[config.mk]
export PLATFORM = sky130hd
export DESIGN_NAME = tcs_thermal
export DESIGN_NICKNAME = d
export VERILOG_FILES = /design/src/logic/tcs_pkg.sv /design/src/logic/tcs_sar.sv /design/src/logic/tcs_thermal.sv
export SDC_FILE = /design/constraint.sdc
export NUM_CORES = 1
export LEC_CHECK = 0
export BUFFER_PORTS_ARGS = -buffer_cell sky130_fd_sc_hd__buf_2
export CORE_ASPECT_RATIO = 0.7
export CORE_MARGIN = 2
export CORE_UTILIZATION = 36
export CTS_CLUSTER_SIZE = 16
export DETAILED_ROUTE_END_ITERATION = 8
export GPL_ROUTABILITY_DRIVEN = 0
export PLACE_DENSITY = 0.49
export SYNTH_ARGS = -nofsm -noshare
export SYNTH_HDL_FRONTEND = slang
export SYNTH_SLANG_ARGS = --single-unit
[constraint.sdc]
create_clock -name clk -period 2.7 [get_ports clk]
set_clock_uncertainty 0.15 [all_clocks]
set_input_delay 0.675 -clock clk [delete_from_list [all_inputs] [get_ports clk]]
set_output_delay 0.675 -clock clk [all_outputs]
set_load 0.05 [all_outputs]
[src/logic/tcs_pkg.sv]
package tcs_pkg;

    // Converter and sequence shape
    localparam int ADC_W    = 10;
    localparam int N_GRP    = 6;
    localparam int N_DIG    = 4;
    localparam int N_CH     = 9;
    localparam int CH_W     = 4;
    localparam int ADC_DIV  = 4;

    localparam logic [ADC_W-1:0] ADC_MSB_MASK = 10'h200;
    localparam logic [1:0]       DIV_LAST     = 2'(ADC_DIV - 1);

    // Channel order of the sequencer
    localparam logic [CH_W-1:0] CH_REGULATED_SUPPLY_SENSE = 4'h0;
    localparam logic [CH_W-1:0] CH_VS    = 4'h1;
    localparam logic [CH_W-1:0] CH_WAKE  = 4'h2;
    localparam logic [CH_W-1:0] CH_GRP0  = 4'h3;
    localparam logic [CH_W-1:0] CH_LAST  = 4'h8;

    // Thermal filter time and its cycle count
    localparam int CLK_KHZ  = 10000;
    localparam int FILT_US  = 100;
    localparam int FILT_CNT = (FILT_US * CLK_KHZ + 999) / 1000;
    localparam int FILT_W   = $clog2(FILT_CNT + 1);

    localparam logic [FILT_W-1:0] FILT_FULL = FILT_W'(FILT_CNT);
    localparam logic [FILT_W-1:0] FILT_LAST = FILT_W'(FILT_CNT - 1);

    // Register byte offsets
    localparam logic [7:0] OFF_CONFIG   = 8'h00;
    localparam logic [7:0] OFF_WARN_THR = 8'h04;
    localparam logic [7:0] OFF_SD_THR   = 8'h08;
    localparam logic [7:0] OFF_STATUS   = 8'h0c;
    localparam logic [7:0] OFF_REGULATED_SUPPLY_SENSE    = 8'h10;
    localparam logic [7:0] OFF_VS       = 8'h14;
    localparam logic [7:0] OFF_WAKE     = 8'h18;
    localparam logic [7:0] OFF_TEMP12   = 8'h1c;
    localparam logic [7:0] OFF_TEMP34   = 8'h20;
    localparam logic [7:0] OFF_TEMP56   = 8'h24;
    localparam logic [7:0] ADDR_WORD    = 8'hfc;

    // Field positions
    localparam int CFG_CLUSTER_BIT = 0;
    localparam int CFG_ADC_EN_BIT  = 1;
    localparam int STS_WARN_LSB    = 0;
    localparam int STS_SD_LSB      = 8;
    localparam int STS_TW_BIT      = 16;
    localparam int STS_FIRST_SHUTDOWN_FLAG_BIT    = 17;
    localparam int STS_SECOND_SHUTDOWN_LEVEL_BIT    = 18;
    localparam int TEMP_HI_LSB     = 16;

    // Reset values
    localparam logic             CLUSTER_RST  = 1'b0;
    localparam logic             ADC_EN_RST   = 1'b1;
    localparam logic [ADC_W-1:0] WARN_THR_RST = 10'h1c2;
    localparam logic [ADC_W-1:0] SD_THR_RST   = 10'h199;

    // Bus responses
    localparam logic [1:0] RESP_OKAY   = 2'b00;
    localparam logic [1:0] RESP_SLVERR = 2'b10;

    // Converter states
    typedef enum logic [1:0] {
        SAR_IDLE   = 2'b00,
        SAR_SAMPLE = 2'b01,
        SAR_CONV   = 2'b11
    } tcs_sar_state_t;

endpackage : tcs_pkg

[src/logic/tcs_sar.sv]
`timescale 1ns/1ps
module tcs_sar import tcs_pkg::*; (
    // Clock and reset
    input  wire logic             clk,
    input  wire logic             resetn,
    // Control
    input  wire logic             step_en,
    input  wire logic             start,
    input  wire logic             cmp_hi,
    // Analog side
    output logic                  sample,
    output logic [ADC_W-1:0]      dac_code,
    // Result
    output logic                  done,
    output logic [ADC_W-1:0]      result
);

    tcs_sar_state_t   state_r, state_nxt;
    logic [ADC_W-1:0] dac_r, dac_nxt;
    logic [ADC_W-1:0] bit_r, bit_nxt;
    logic [ADC_W-1:0] res_r, res_nxt;
    logic             done_r, done_nxt;

    // State and trial registers
    always_ff @(posedge clk or negedge resetn) begin
        if (!resetn) begin
            state_r <= SAR_IDLE;
            dac_r   <= '0;
            bit_r   <= '0;
            res_r   <= '0;
            done_r  <= 1'b0;
        end else begin
            state_r <= state_nxt;
            dac_r   <= dac_nxt;
            bit_r   <= bit_nxt;
            res_r   <= res_nxt;
            done_r  <= done_nxt;
        end
    end

    // One trial bit per converter clock, MSB first
    always_comb begin
        logic [ADC_W-1:0] kept;
        kept      = cmp_hi ? dac_r : (dac_r & ~bit_r);
        state_nxt = state_r;
        dac_nxt   = dac_r;
        bit_nxt   = bit_r;
        res_nxt   = res_r;
        done_nxt  = 1'b0;
        unique case (state_r)
            SAR_IDLE: begin
                if (start) begin
                    state_nxt = SAR_SAMPLE;
                end
            end
            SAR_SAMPLE: begin
                if (step_en) begin
                    state_nxt = SAR_CONV;
                    bit_nxt   = ADC_MSB_MASK;
                    dac_nxt   = ADC_MSB_MASK;
                end
            end
            SAR_CONV: begin
                if (step_en) begin
                    if (bit_r[0]) begin
                        res_nxt   = kept;
                        dac_nxt   = kept;
                        done_nxt  = 1'b1;
                        state_nxt = SAR_IDLE;
                    end else begin
                        bit_nxt = bit_r >> 1;
                        dac_nxt = kept | (bit_r >> 1);
                    end
                end
            end
            default: state_nxt = SAR_IDLE;
        endcase
    end

    assign sample   = (state_r == SAR_SAMPLE);
    assign dac_code = dac_r;
    assign done     = done_r;
    assign result   = res_r;

endmodule : tcs_sar

[src/logic/tcs_thermal.sv]
// Operation
// Warning flag sets only after over-warning persists a full filter time.
// Shutdown over threshold for filter time sets flag, turns all stages off.
// On shutdown the external gate drives go resistive-low, not active-low.
// Software clears flags; cleared flags re-enable the disabled stages.
// Shutdown counting needs warning set first, so two filter times minimum.
// Six thermal groups, each with its own sensor and shutdown decision.
// Per-group warning and shutdown flags in one register; codes in three.
// Code equals (350 - temperature) / 0.488; hotter means smaller.
// Standard: any group shutdown turns all off; regulator waits for level two.
// Cluster setting: only the shutting group's outputs go off.
// Global or regulator group shutdown turns all off except main regulator.
// Groups one to four judged from ADC codes, five and six by comparators.
// 10-bit SAR converter stepping at main clock divided by four.
// Nine channels converted in turn, each refreshed every nine conversions.
// Host clears flags by writing ones to the bits to clear.
// Fixed order: regulated supply, supply, wake, groups one to six.
// A code at or below the threshold code counts as over threshold.
`timescale 1ns/1ps
module tcs_thermal import tcs_pkg::*; (
    // Clock and reset
    input  wire logic              clk,
    input  wire logic              resetn,
    // AXI4-Lite write
    input  wire logic [7:0]        s_axi_awaddr,
    input  wire logic              s_axi_awvalid,
    output logic                   s_axi_awready,
    input  wire logic [31:0]       s_axi_wdata,
    input  wire logic [3:0]        s_axi_wstrb,
    input  wire logic              s_axi_wvalid,
    output logic                   s_axi_wready,
    output logic [1:0]             s_axi_bresp,
    output logic                   s_axi_bvalid,
    input  wire logic              s_axi_bready,
    // AXI4-Lite read
    input  wire logic [7:0]        s_axi_araddr,
    input  wire logic              s_axi_arvalid,
    output logic                   s_axi_arready,
    output logic [31:0]            s_axi_rdata,
    output logic [1:0]             s_axi_rresp,
    output logic                   s_axi_rvalid,
    input  wire logic              s_axi_rready,
    // Converter front end
    input  wire logic              adc_cmp_hi,
    output logic [CH_W-1:0]        adc_chan_sel,
    output logic                   adc_sample,
    output logic [ADC_W-1:0]       adc_dac_code,
    // Group five and six comparators, and level two
    input  wire logic [1:0]        ana_warn_cmp,
    input  wire logic [1:0]        ana_sd_cmp,
    input  wire logic              ana_second_cmp,
    // Output stage control
    output logic [N_GRP-1:0]       group_off,
    output logic                   gate_resistive_low,
    output logic                   main_regulator_off
);

    // Two-stage synchroniser for all asynchronous inputs
    logic [5:0] meta_r, sync_r;
    always_ff @(posedge clk or negedge resetn) begin
        if (!resetn) begin
            meta_r <= '0;
            sync_r <= '0;
        end else begin
            meta_r <= {ana_second_cmp, ana_sd_cmp, ana_warn_cmp, adc_cmp_hi};
            sync_r <= meta_r;
        end
    end
    wire       cmp_hi_s = sync_r[0];
    wire [1:0] warn_s   = sync_r[2:1];
    wire [1:0] sd_s     = sync_r[4:3];
    wire       second_s = sync_r[5];

    // Registers and flags
    logic              cluster_r, adc_en_r;
    logic [ADC_W-1:0]  warn_thr_r, sd_thr_r;
    logic [N_GRP-1:0]  warn_r, sd_r;
    logic              second_r;
    logic [ADC_W-1:0]  res_r [N_CH];

    // Converter rate divider
    logic [1:0] div_r;
    wire        step_en = (div_r == DIV_LAST);
    always_ff @(posedge clk or negedge resetn) begin
        if (!resetn) begin
            div_r <= '0;
        end else begin
            div_r <= step_en ? 2'h0 : div_r + 2'h1;
        end
    end

    // Converter instance
    logic             sar_done;
    logic [ADC_W-1:0] sar_result;
    tcs_sar u_sar (
        .clk      (clk),
        .resetn   (resetn),
        .step_en  (step_en),
        .start    (adc_en_r),
        .cmp_hi   (cmp_hi_s),
        .sample   (adc_sample),
        .dac_code (adc_dac_code),
        .done     (sar_done),
        .result   (sar_result)
    );

    // Channel sequencer and result store
    logic [CH_W-1:0] chan_r;
    wire             chan_wrap = (chan_r == CH_LAST);
    always_ff @(posedge clk or negedge resetn) begin
        if (!resetn) begin
            chan_r <= CH_REGULATED_SUPPLY_SENSE;
            for (int i = 0; i < N_CH; i++) begin
                res_r[i] <= '0;
            end
        end else if (sar_done) begin
            res_r[chan_r] <= sar_result;
            chan_r        <= chan_wrap ? CH_REGULATED_SUPPLY_SENSE : chan_r + 4'h1;
        end
    end
    assign adc_chan_sel = chan_r;

    // Bus write channel holding registers
    logic             aw_hold_r, w_hold_r, bvalid_r;
    logic [7:0]       aw_addr_r;
    logic [31:0]      w_data_r;
    logic [3:0]       w_strb_r;
    logic [1:0]       bresp_r;
    wire              wr_fire = aw_hold_r && w_hold_r && !bvalid_r;
    wire [7:0]        wr_word = aw_addr_r & ADDR_WORD;
    wire              wr_cfg  = wr_fire && (wr_word == OFF_CONFIG);
    wire              wr_wthr = wr_fire && (wr_word == OFF_WARN_THR);
    wire              wr_sthr = wr_fire && (wr_word == OFF_SD_THR);
    wire              wr_sts  = wr_fire && (wr_word == OFF_STATUS);
    wire              wr_map  = (wr_word <= OFF_TEMP56);

    assign s_axi_awready = !aw_hold_r && !bvalid_r;
    assign s_axi_wready  = !w_hold_r && !bvalid_r;
    assign s_axi_bvalid  = bvalid_r;
    assign s_axi_bresp   = bresp_r;

    always_ff @(posedge clk or negedge resetn) begin
        if (!resetn) begin
            aw_hold_r <= 1'b0;
            w_hold_r  <= 1'b0;
            bvalid_r  <= 1'b0;
            aw_addr_r <= '0;
            w_data_r  <= '0;
            w_strb_r  <= '0;
            bresp_r   <= RESP_OKAY;
        end else begin
            if (s_axi_awvalid && s_axi_awready) begin
                aw_hold_r <= 1'b1;
                aw_addr_r <= s_axi_awaddr;
            end
            if (s_axi_wvalid && s_axi_wready) begin
                w_hold_r <= 1'b1;
                w_data_r <= s_axi_wdata;
                w_strb_r <= s_axi_wstrb;
            end
            if (wr_fire) begin
                aw_hold_r <= 1'b0;
                w_hold_r  <= 1'b0;
                bvalid_r  <= 1'b1;
                bresp_r   <= wr_map ? RESP_OKAY : RESP_SLVERR;
            end else if (bvalid_r && s_axi_bready) begin
                bvalid_r <= 1'b0;
            end
        end
    end

    // Configuration and threshold registers, byte lanes honoured
    always_ff @(posedge clk or negedge resetn) begin
        if (!resetn) begin
            cluster_r  <= CLUSTER_RST;
            adc_en_r   <= ADC_EN_RST;
            warn_thr_r <= WARN_THR_RST;
            sd_thr_r   <= SD_THR_RST;
        end else begin
            if (wr_cfg && w_strb_r[0]) begin
                cluster_r <= w_data_r[CFG_CLUSTER_BIT];
                adc_en_r  <= w_data_r[CFG_ADC_EN_BIT];
            end
            if (wr_wthr && w_strb_r[0]) warn_thr_r[7:0] <= w_data_r[7:0];
            if (wr_wthr && w_strb_r[1]) warn_thr_r[9:8] <= w_data_r[9:8];
            if (wr_sthr && w_strb_r[0]) sd_thr_r[7:0]   <= w_data_r[7:0];
            if (wr_sthr && w_strb_r[1]) sd_thr_r[9:8]   <= w_data_r[9:8];
        end
    end

    // Write-one-to-clear masks
    wire [N_GRP-1:0] clr_warn   = (wr_sts && w_strb_r[0]) ? w_data_r[STS_WARN_LSB +: N_GRP] : '0;
    wire [N_GRP-1:0] clr_sd     = (wr_sts && w_strb_r[1]) ? w_data_r[STS_SD_LSB +: N_GRP] : '0;
    wire             clr_second = wr_sts && w_strb_r[2] && w_data_r[STS_SECOND_SHUTDOWN_LEVEL_BIT];

    // Per-group over detection and filter counters
    logic [N_GRP-1:0] warn_set, sd_set;
    for (genvar g = 0; g < N_GRP; g++) begin : g_grp
        logic              w_over, s_over;
        logic [FILT_W-1:0] wcnt_r, scnt_r;
        if (g < N_DIG) begin : g_dig
            logic dw_r, ds_r;
            wire  here = sar_done && (chan_r == CH_GRP0 + CH_W'(g));
            always_ff @(posedge clk or negedge resetn) begin
                if (!resetn) begin
                    dw_r <= 1'b0;
                    ds_r <= 1'b0;
                end else if (here) begin
                    dw_r <= (sar_result <= warn_thr_r);
                    ds_r <= (sar_result <= sd_thr_r);
                end
            end
            assign w_over = dw_r;
            assign s_over = ds_r;
        end else begin : g_ana
            assign w_over = warn_s[g - N_DIG];
            assign s_over = sd_s[g - N_DIG];
        end
        wire s_run = s_over && warn_r[g];
        always_ff @(posedge clk or negedge resetn) begin
            if (!resetn) begin
                wcnt_r <= '0;
                scnt_r <= '0;
            end else begin
                if (!w_over || clr_warn[g]) wcnt_r <= '0;
                else if (wcnt_r != FILT_FULL) wcnt_r <= wcnt_r + 1'b1;
                if (!s_run || clr_sd[g]) scnt_r <= '0;
                else if (scnt_r != FILT_FULL) scnt_r <= scnt_r + 1'b1;
            end
        end
        assign warn_set[g] = w_over && (wcnt_r == FILT_LAST);
        assign sd_set[g]   = s_run && (scnt_r == FILT_LAST);
    end

    // Second shutdown level filter
    logic [FILT_W-1:0] cnt2_r;
    wire               run2 = second_s && (|sd_r);
    wire               set2 = run2 && (cnt2_r == FILT_LAST);
    always_ff @(posedge clk or negedge resetn) begin
        if (!resetn) begin
            cnt2_r <= '0;
        end else if (!run2 || clr_second) begin
            cnt2_r <= '0;
        end else if (cnt2_r != FILT_FULL) begin
            cnt2_r <= cnt2_r + 1'b1;
        end
    end

    // Sticky flags, a set in the clearing cycle wins
    always_ff @(posedge clk or negedge resetn) begin
        if (!resetn) begin
            warn_r   <= '0;
            sd_r     <= '0;
            second_r <= 1'b0;
        end else begin
            warn_r   <= warn_set | (warn_r & ~clr_warn);
            sd_r     <= sd_set | (sd_r & ~clr_sd);
            second_r <= set2 | (second_r & ~clr_second);
        end
    end

    // Output stage switch-off decision
    wire             any_sd   = |sd_r;
    wire             hard_sd  = sd_r[4] | sd_r[5];
    wire [N_GRP-1:0] off_nxt  = cluster_r ? (sd_r | {N_GRP{hard_sd}})
                                          : {N_GRP{any_sd}};
    logic [N_GRP-1:0] off_r;
    logic             rlow_r, mreg_off_r;
    always_ff @(posedge clk or negedge resetn) begin
        if (!resetn) begin
            off_r      <= '0;
            rlow_r     <= 1'b0;
            mreg_off_r <= 1'b0;
        end else begin
            off_r      <= off_nxt;
            rlow_r     <= |off_nxt;
            mreg_off_r <= second_r;
        end
    end
    assign group_off          = off_r;
    assign gate_resistive_low = rlow_r;
    assign main_regulator_off = mreg_off_r;

    // Read data words
    wire [31:0] cfg_word  = {30'h0, adc_en_r, cluster_r};
    wire [31:0] sts_word  = {13'h0, second_r, any_sd, |warn_r, 2'h0, sd_r, 2'h0, warn_r};
    wire [31:0] t12_word  = {6'h0, res_r[4], 6'h0, res_r[3]};
    wire [31:0] t34_word  = {6'h0, res_r[6], 6'h0, res_r[5]};
    wire [31:0] t56_word  = {6'h0, res_r[8], 6'h0, res_r[7]};
    wire [7:0]  rd_word   = s_axi_araddr & ADDR_WORD;
    wire        rd_map    = (rd_word <= OFF_TEMP56);
    wire [31:0] rd_mux    = (rd_word == OFF_CONFIG)   ? cfg_word :
                            (rd_word == OFF_WARN_THR) ? {22'h0, warn_thr_r} :
                            (rd_word == OFF_SD_THR)   ? {22'h0, sd_thr_r} :
                            (rd_word == OFF_STATUS)   ? sts_word :
                            (rd_word == OFF_REGULATED_SUPPLY_SENSE)    ? {22'h0, res_r[CH_REGULATED_SUPPLY_SENSE]} :
                            (rd_word == OFF_VS)       ? {22'h0, res_r[CH_VS]} :
                            (rd_word == OFF_WAKE)     ? {22'h0, res_r[CH_WAKE]} :
                            (rd_word == OFF_TEMP12)   ? t12_word :
                            (rd_word == OFF_TEMP34)   ? t34_word :
                            (rd_word == OFF_TEMP56)   ? t56_word : 32'h0;

    // Bus read channel
    logic        rvalid_r;
    logic [31:0] rdata_r;
    logic [1:0]  rresp_r;
    assign s_axi_arready = !rvalid_r;
    assign s_axi_rvalid  = rvalid_r;
    assign s_axi_rdata   = rdata_r;
    assign s_axi_rresp   = rresp_r;
    always_ff @(posedge clk or negedge resetn) begin
        if (!resetn) begin
            rvalid_r <= 1'b0;
            rdata_r  <= '0;
            rresp_r  <= RESP_OKAY;
        end else if (s_axi_arvalid && !rvalid_r) begin
            rvalid_r <= 1'b1;
            rdata_r  <= rd_mux;
            rresp_r  <= rd_map ? RESP_OKAY : RESP_SLVERR;
        end else if (rvalid_r && s_axi_rready) begin
            rvalid_r <= 1'b0;
        end
    end

endmodule : tcs_thermal

==> flow_metrics.py <==
metrics = {
    "status": {
        "outcome": "finished clean",
    },
    "power_and_ir_drop": {
        "ir_drop_uv": 644,
        "leakage_uw": 0.00923,
        "p_per_area_mw_per_mm2": 720,
    },
    "die": {
        "dieHeight_microns": 192,
        "initial_core_util_pct": 36.7,
        "die_area_sq_mm": 0.0524,
        "dieWidth_microns": 273,
        "core_area_sq_mm": 0.0496,
        "placementRows": 68,
        "io_pins": 129,
    },
    "cts": {
        "clock-sinks": 375,
        "post_cts_buffers": 0,
        "cts.hold.buffers_added": 1,
        "cts-htree-levels": 2,
        "clock_latency_ps": 540,
        "cts_tree": "done",
        "cts_resized": 0,
        "ctsLongestPathBuffers": 3,
        "clockRootBuffer": "clkbuf_16",
        "cts_buffers": 41,
        "path_clk_slew_ps": 60,
    },
    "placed_design": {
        "place_inst": 2436,
        "dp_hpwl_microns": 33200,
        "place_area_sq_mm": 0.0196,
        "port-buffer-count": 96,
    },
    "grt": {
        "grt_max_degree": 67,
        "antenna_found_initial": 2,
        "grt_overflow": 0,
        "first_global_vias": 12600,
        "grt_pass1_wl_microns": 75300,
        "grt_usage_pct": 18.5,
    },
    "finish": {
        "fillers": 4780,
        "nets": 1931,
        "drive_gt1_share_pct": 22.6,
        "design_area_sq_mm": 0.0211,
        "diodes": 0,
        "area_growth_pct": 15.8,
        "fin_util_pct": 42.5,
        "final_cells": 2509,
    },
    "timing": {
        "min_period_over_period_pct": 90.2,
        "slew_headroom_pct": 47.6,
        "finalSetupTns_ps": 0,
        "maxSlewViolCount": 0,
        "timing.fmax_mhz": 411,
        "tightest_slew_ps": 778,
        "setup_violations": 0,
        "hold_viol": 0,
        "final.min_clock_period_ps": 2430,
        "whs_ps": 91.9,
        "rsz0062_at_grt": "no",
    },
    "setup_path": {
        "worst-path-buf-inv": 0,
        "crit_type": "reg2reg",
        "crit_chain": "ha_1 > a21oi_1 > o21ai_0 > or4_1 > a31oi_1",
        "cp_top_family": "flip-flops",
        "critPathMaxStageDelay_ps": 690,
        "arrival_ps": 2740,
        "crit_fanout": 8,
        "worstPathRequired_ps": 3010,
        "cp-start-kind": "flop",
        "endpoint_kind": "flop",
        "worst_path_max_delay_cell": "dfrtp_1",
    },
    "logic_synthesis": {
        "yosys-top-cells-count": "dfrtp_1, nor2_1, mux2_2",
        "seq_area_frac_synth_pct": 51.6,
        "synth.distinct_cells": 78,
        "synth_area_leaders": "dfrtp_1, mux2_2, xnor2_1",
        "synth_edf_count": 0,
        "yosysTopAreaCell": "dfrtp_1",
        "synth_ff_type": "dfrtp_1",
        "yosysWarnings": 0,
        "synth_top_area_share_pct": 50.1,
        "synth_cells": 1696,
        "netlist_area_sq_mm": 0.0182,
        "ys_seq_elements": 375,
        "avgSynthCellArea_sq_um": 10.7,
        "ys_async_sr_fraction_pct": 100,
        "yosysMostFrequentCell": "dfrtp_1",
    },
    "worst_hold_path": {
        "holdCritPathClass": "in2reg",
    },
    "routing": {
        "via_count": 13000,
        "wire_per_inst_microns": 19.0,
        "via_per_inst": 5.17,
        "drt-total-wl_microns": 47600,
        "drc_errors": 0,
        "drt_iter0_markers": 1011,
        "drt_pass1_iterations": 6,
        "ant_nets": 0,
    },
    "job": {
        "maxCapViolCount": 0,
    },
}
==> routing by layer <==
| layer | vias to the layer above | routed length, microns | global-route usage [%] |
|---|---|---|---|
| met5 | - | 0 | 0 |
| met4 | 0 | 824 | 4.08 |
| met3 | 54 | 2190 | 2.89 |
| met2 | 255 | 19700 | 26.4 |
| met1 | 6475 | 24900 | 29.0 |
| li1 | 6183 | - | - |
==> state kept, by name, summed over array words and instances, names as in the netlist, 6 cells and up <==
register and count:
u_sar.result 10, u_sar.bit_r 10, sd_thr_r 10, warn_thr_r 10
s_axi_rdata 24, sync_r 6, sd_r 6, cnt2_r 10
warn_r 6, meta_r 6, u_sar.dac_code 10, aw_addr_r 6
g_grp.scnt_r 60, w_data_r 15, g_grp.wcnt_r 60, res_r 90
==> area by class of cell <==
type / count / area, sq um / share of cell area, %
multi-input combinational: 1171 / 8140 / 38.6
clock buffer: 55 / 1190 / 5.64
inverter: 77 / 289 / 1.37
tap: 665 / 832 / 3.95
timing repair buffer: 149 / 991 / 4.70
sequential: 375 / 9400 / 44.6
clock inverter: 17 / 258 / 1.22
==> cell families (layout without fill, tap and decap cells) <==
group,after synthesis,in the layout,share of synthesized area [%]
other cells,1,10,0.0206
simple gates,582,582,16.2
xor+xnor,108,108,5.19
buf+inv,159,298,3.98
fa+ha+maj,51,51,3.50
mux,159,159,9.69
compound gates,261,261,9.84
flops,375,375,51.6
==> worst paths after layout <==
path                                 start                  end  slack [ps]  depth (start not counted)
max                        u_sar.result[9]  g_grp[2].g_dig.dw_r         270                          5
max in group asynchronous           resetn            res_r[72]        1150                          3
min                             adc_cmp_hi            meta_r[0]          90                          1
max reg2reg                u_sar.result[9]  g_grp[2].g_dig.dw_r         270                          5
min in group asynchronous           resetn   g_grp[5].scnt_r[5]         490                          2
min reg2reg                      meta_r[2]            sync_r[2]         190                          0
==> where the power goes <==
part	internal (uW)	switching, uW
Sequential	6110	533
Clock	3670	2360
Combinational	886	1620
==> cell usage in the layout (no fill, tap or decap), drive strengths merged, types with 33 or more instances in the layout <==
cell type  instances
dfrtp            365
buf              148
mux2             139
ha                51
nor2             179
nor3              41
inv               78
nand2b            33
nand2            132
clkbuf            55
nand3             49
o21ai             99
xnor2             78
a21oi             35
==> per-stage QoR <==
stage | total power, uW | worst slack (ps)
after global routing | 15900 | 135
after detailed placement | 9250 | 242
after global placement | 9220 | 231
after CTS | 15400 | 262
after floorplan | 8280 | 117
final | 15200 | 265
No activity file was read; power rests on OpenSTA's default activity.
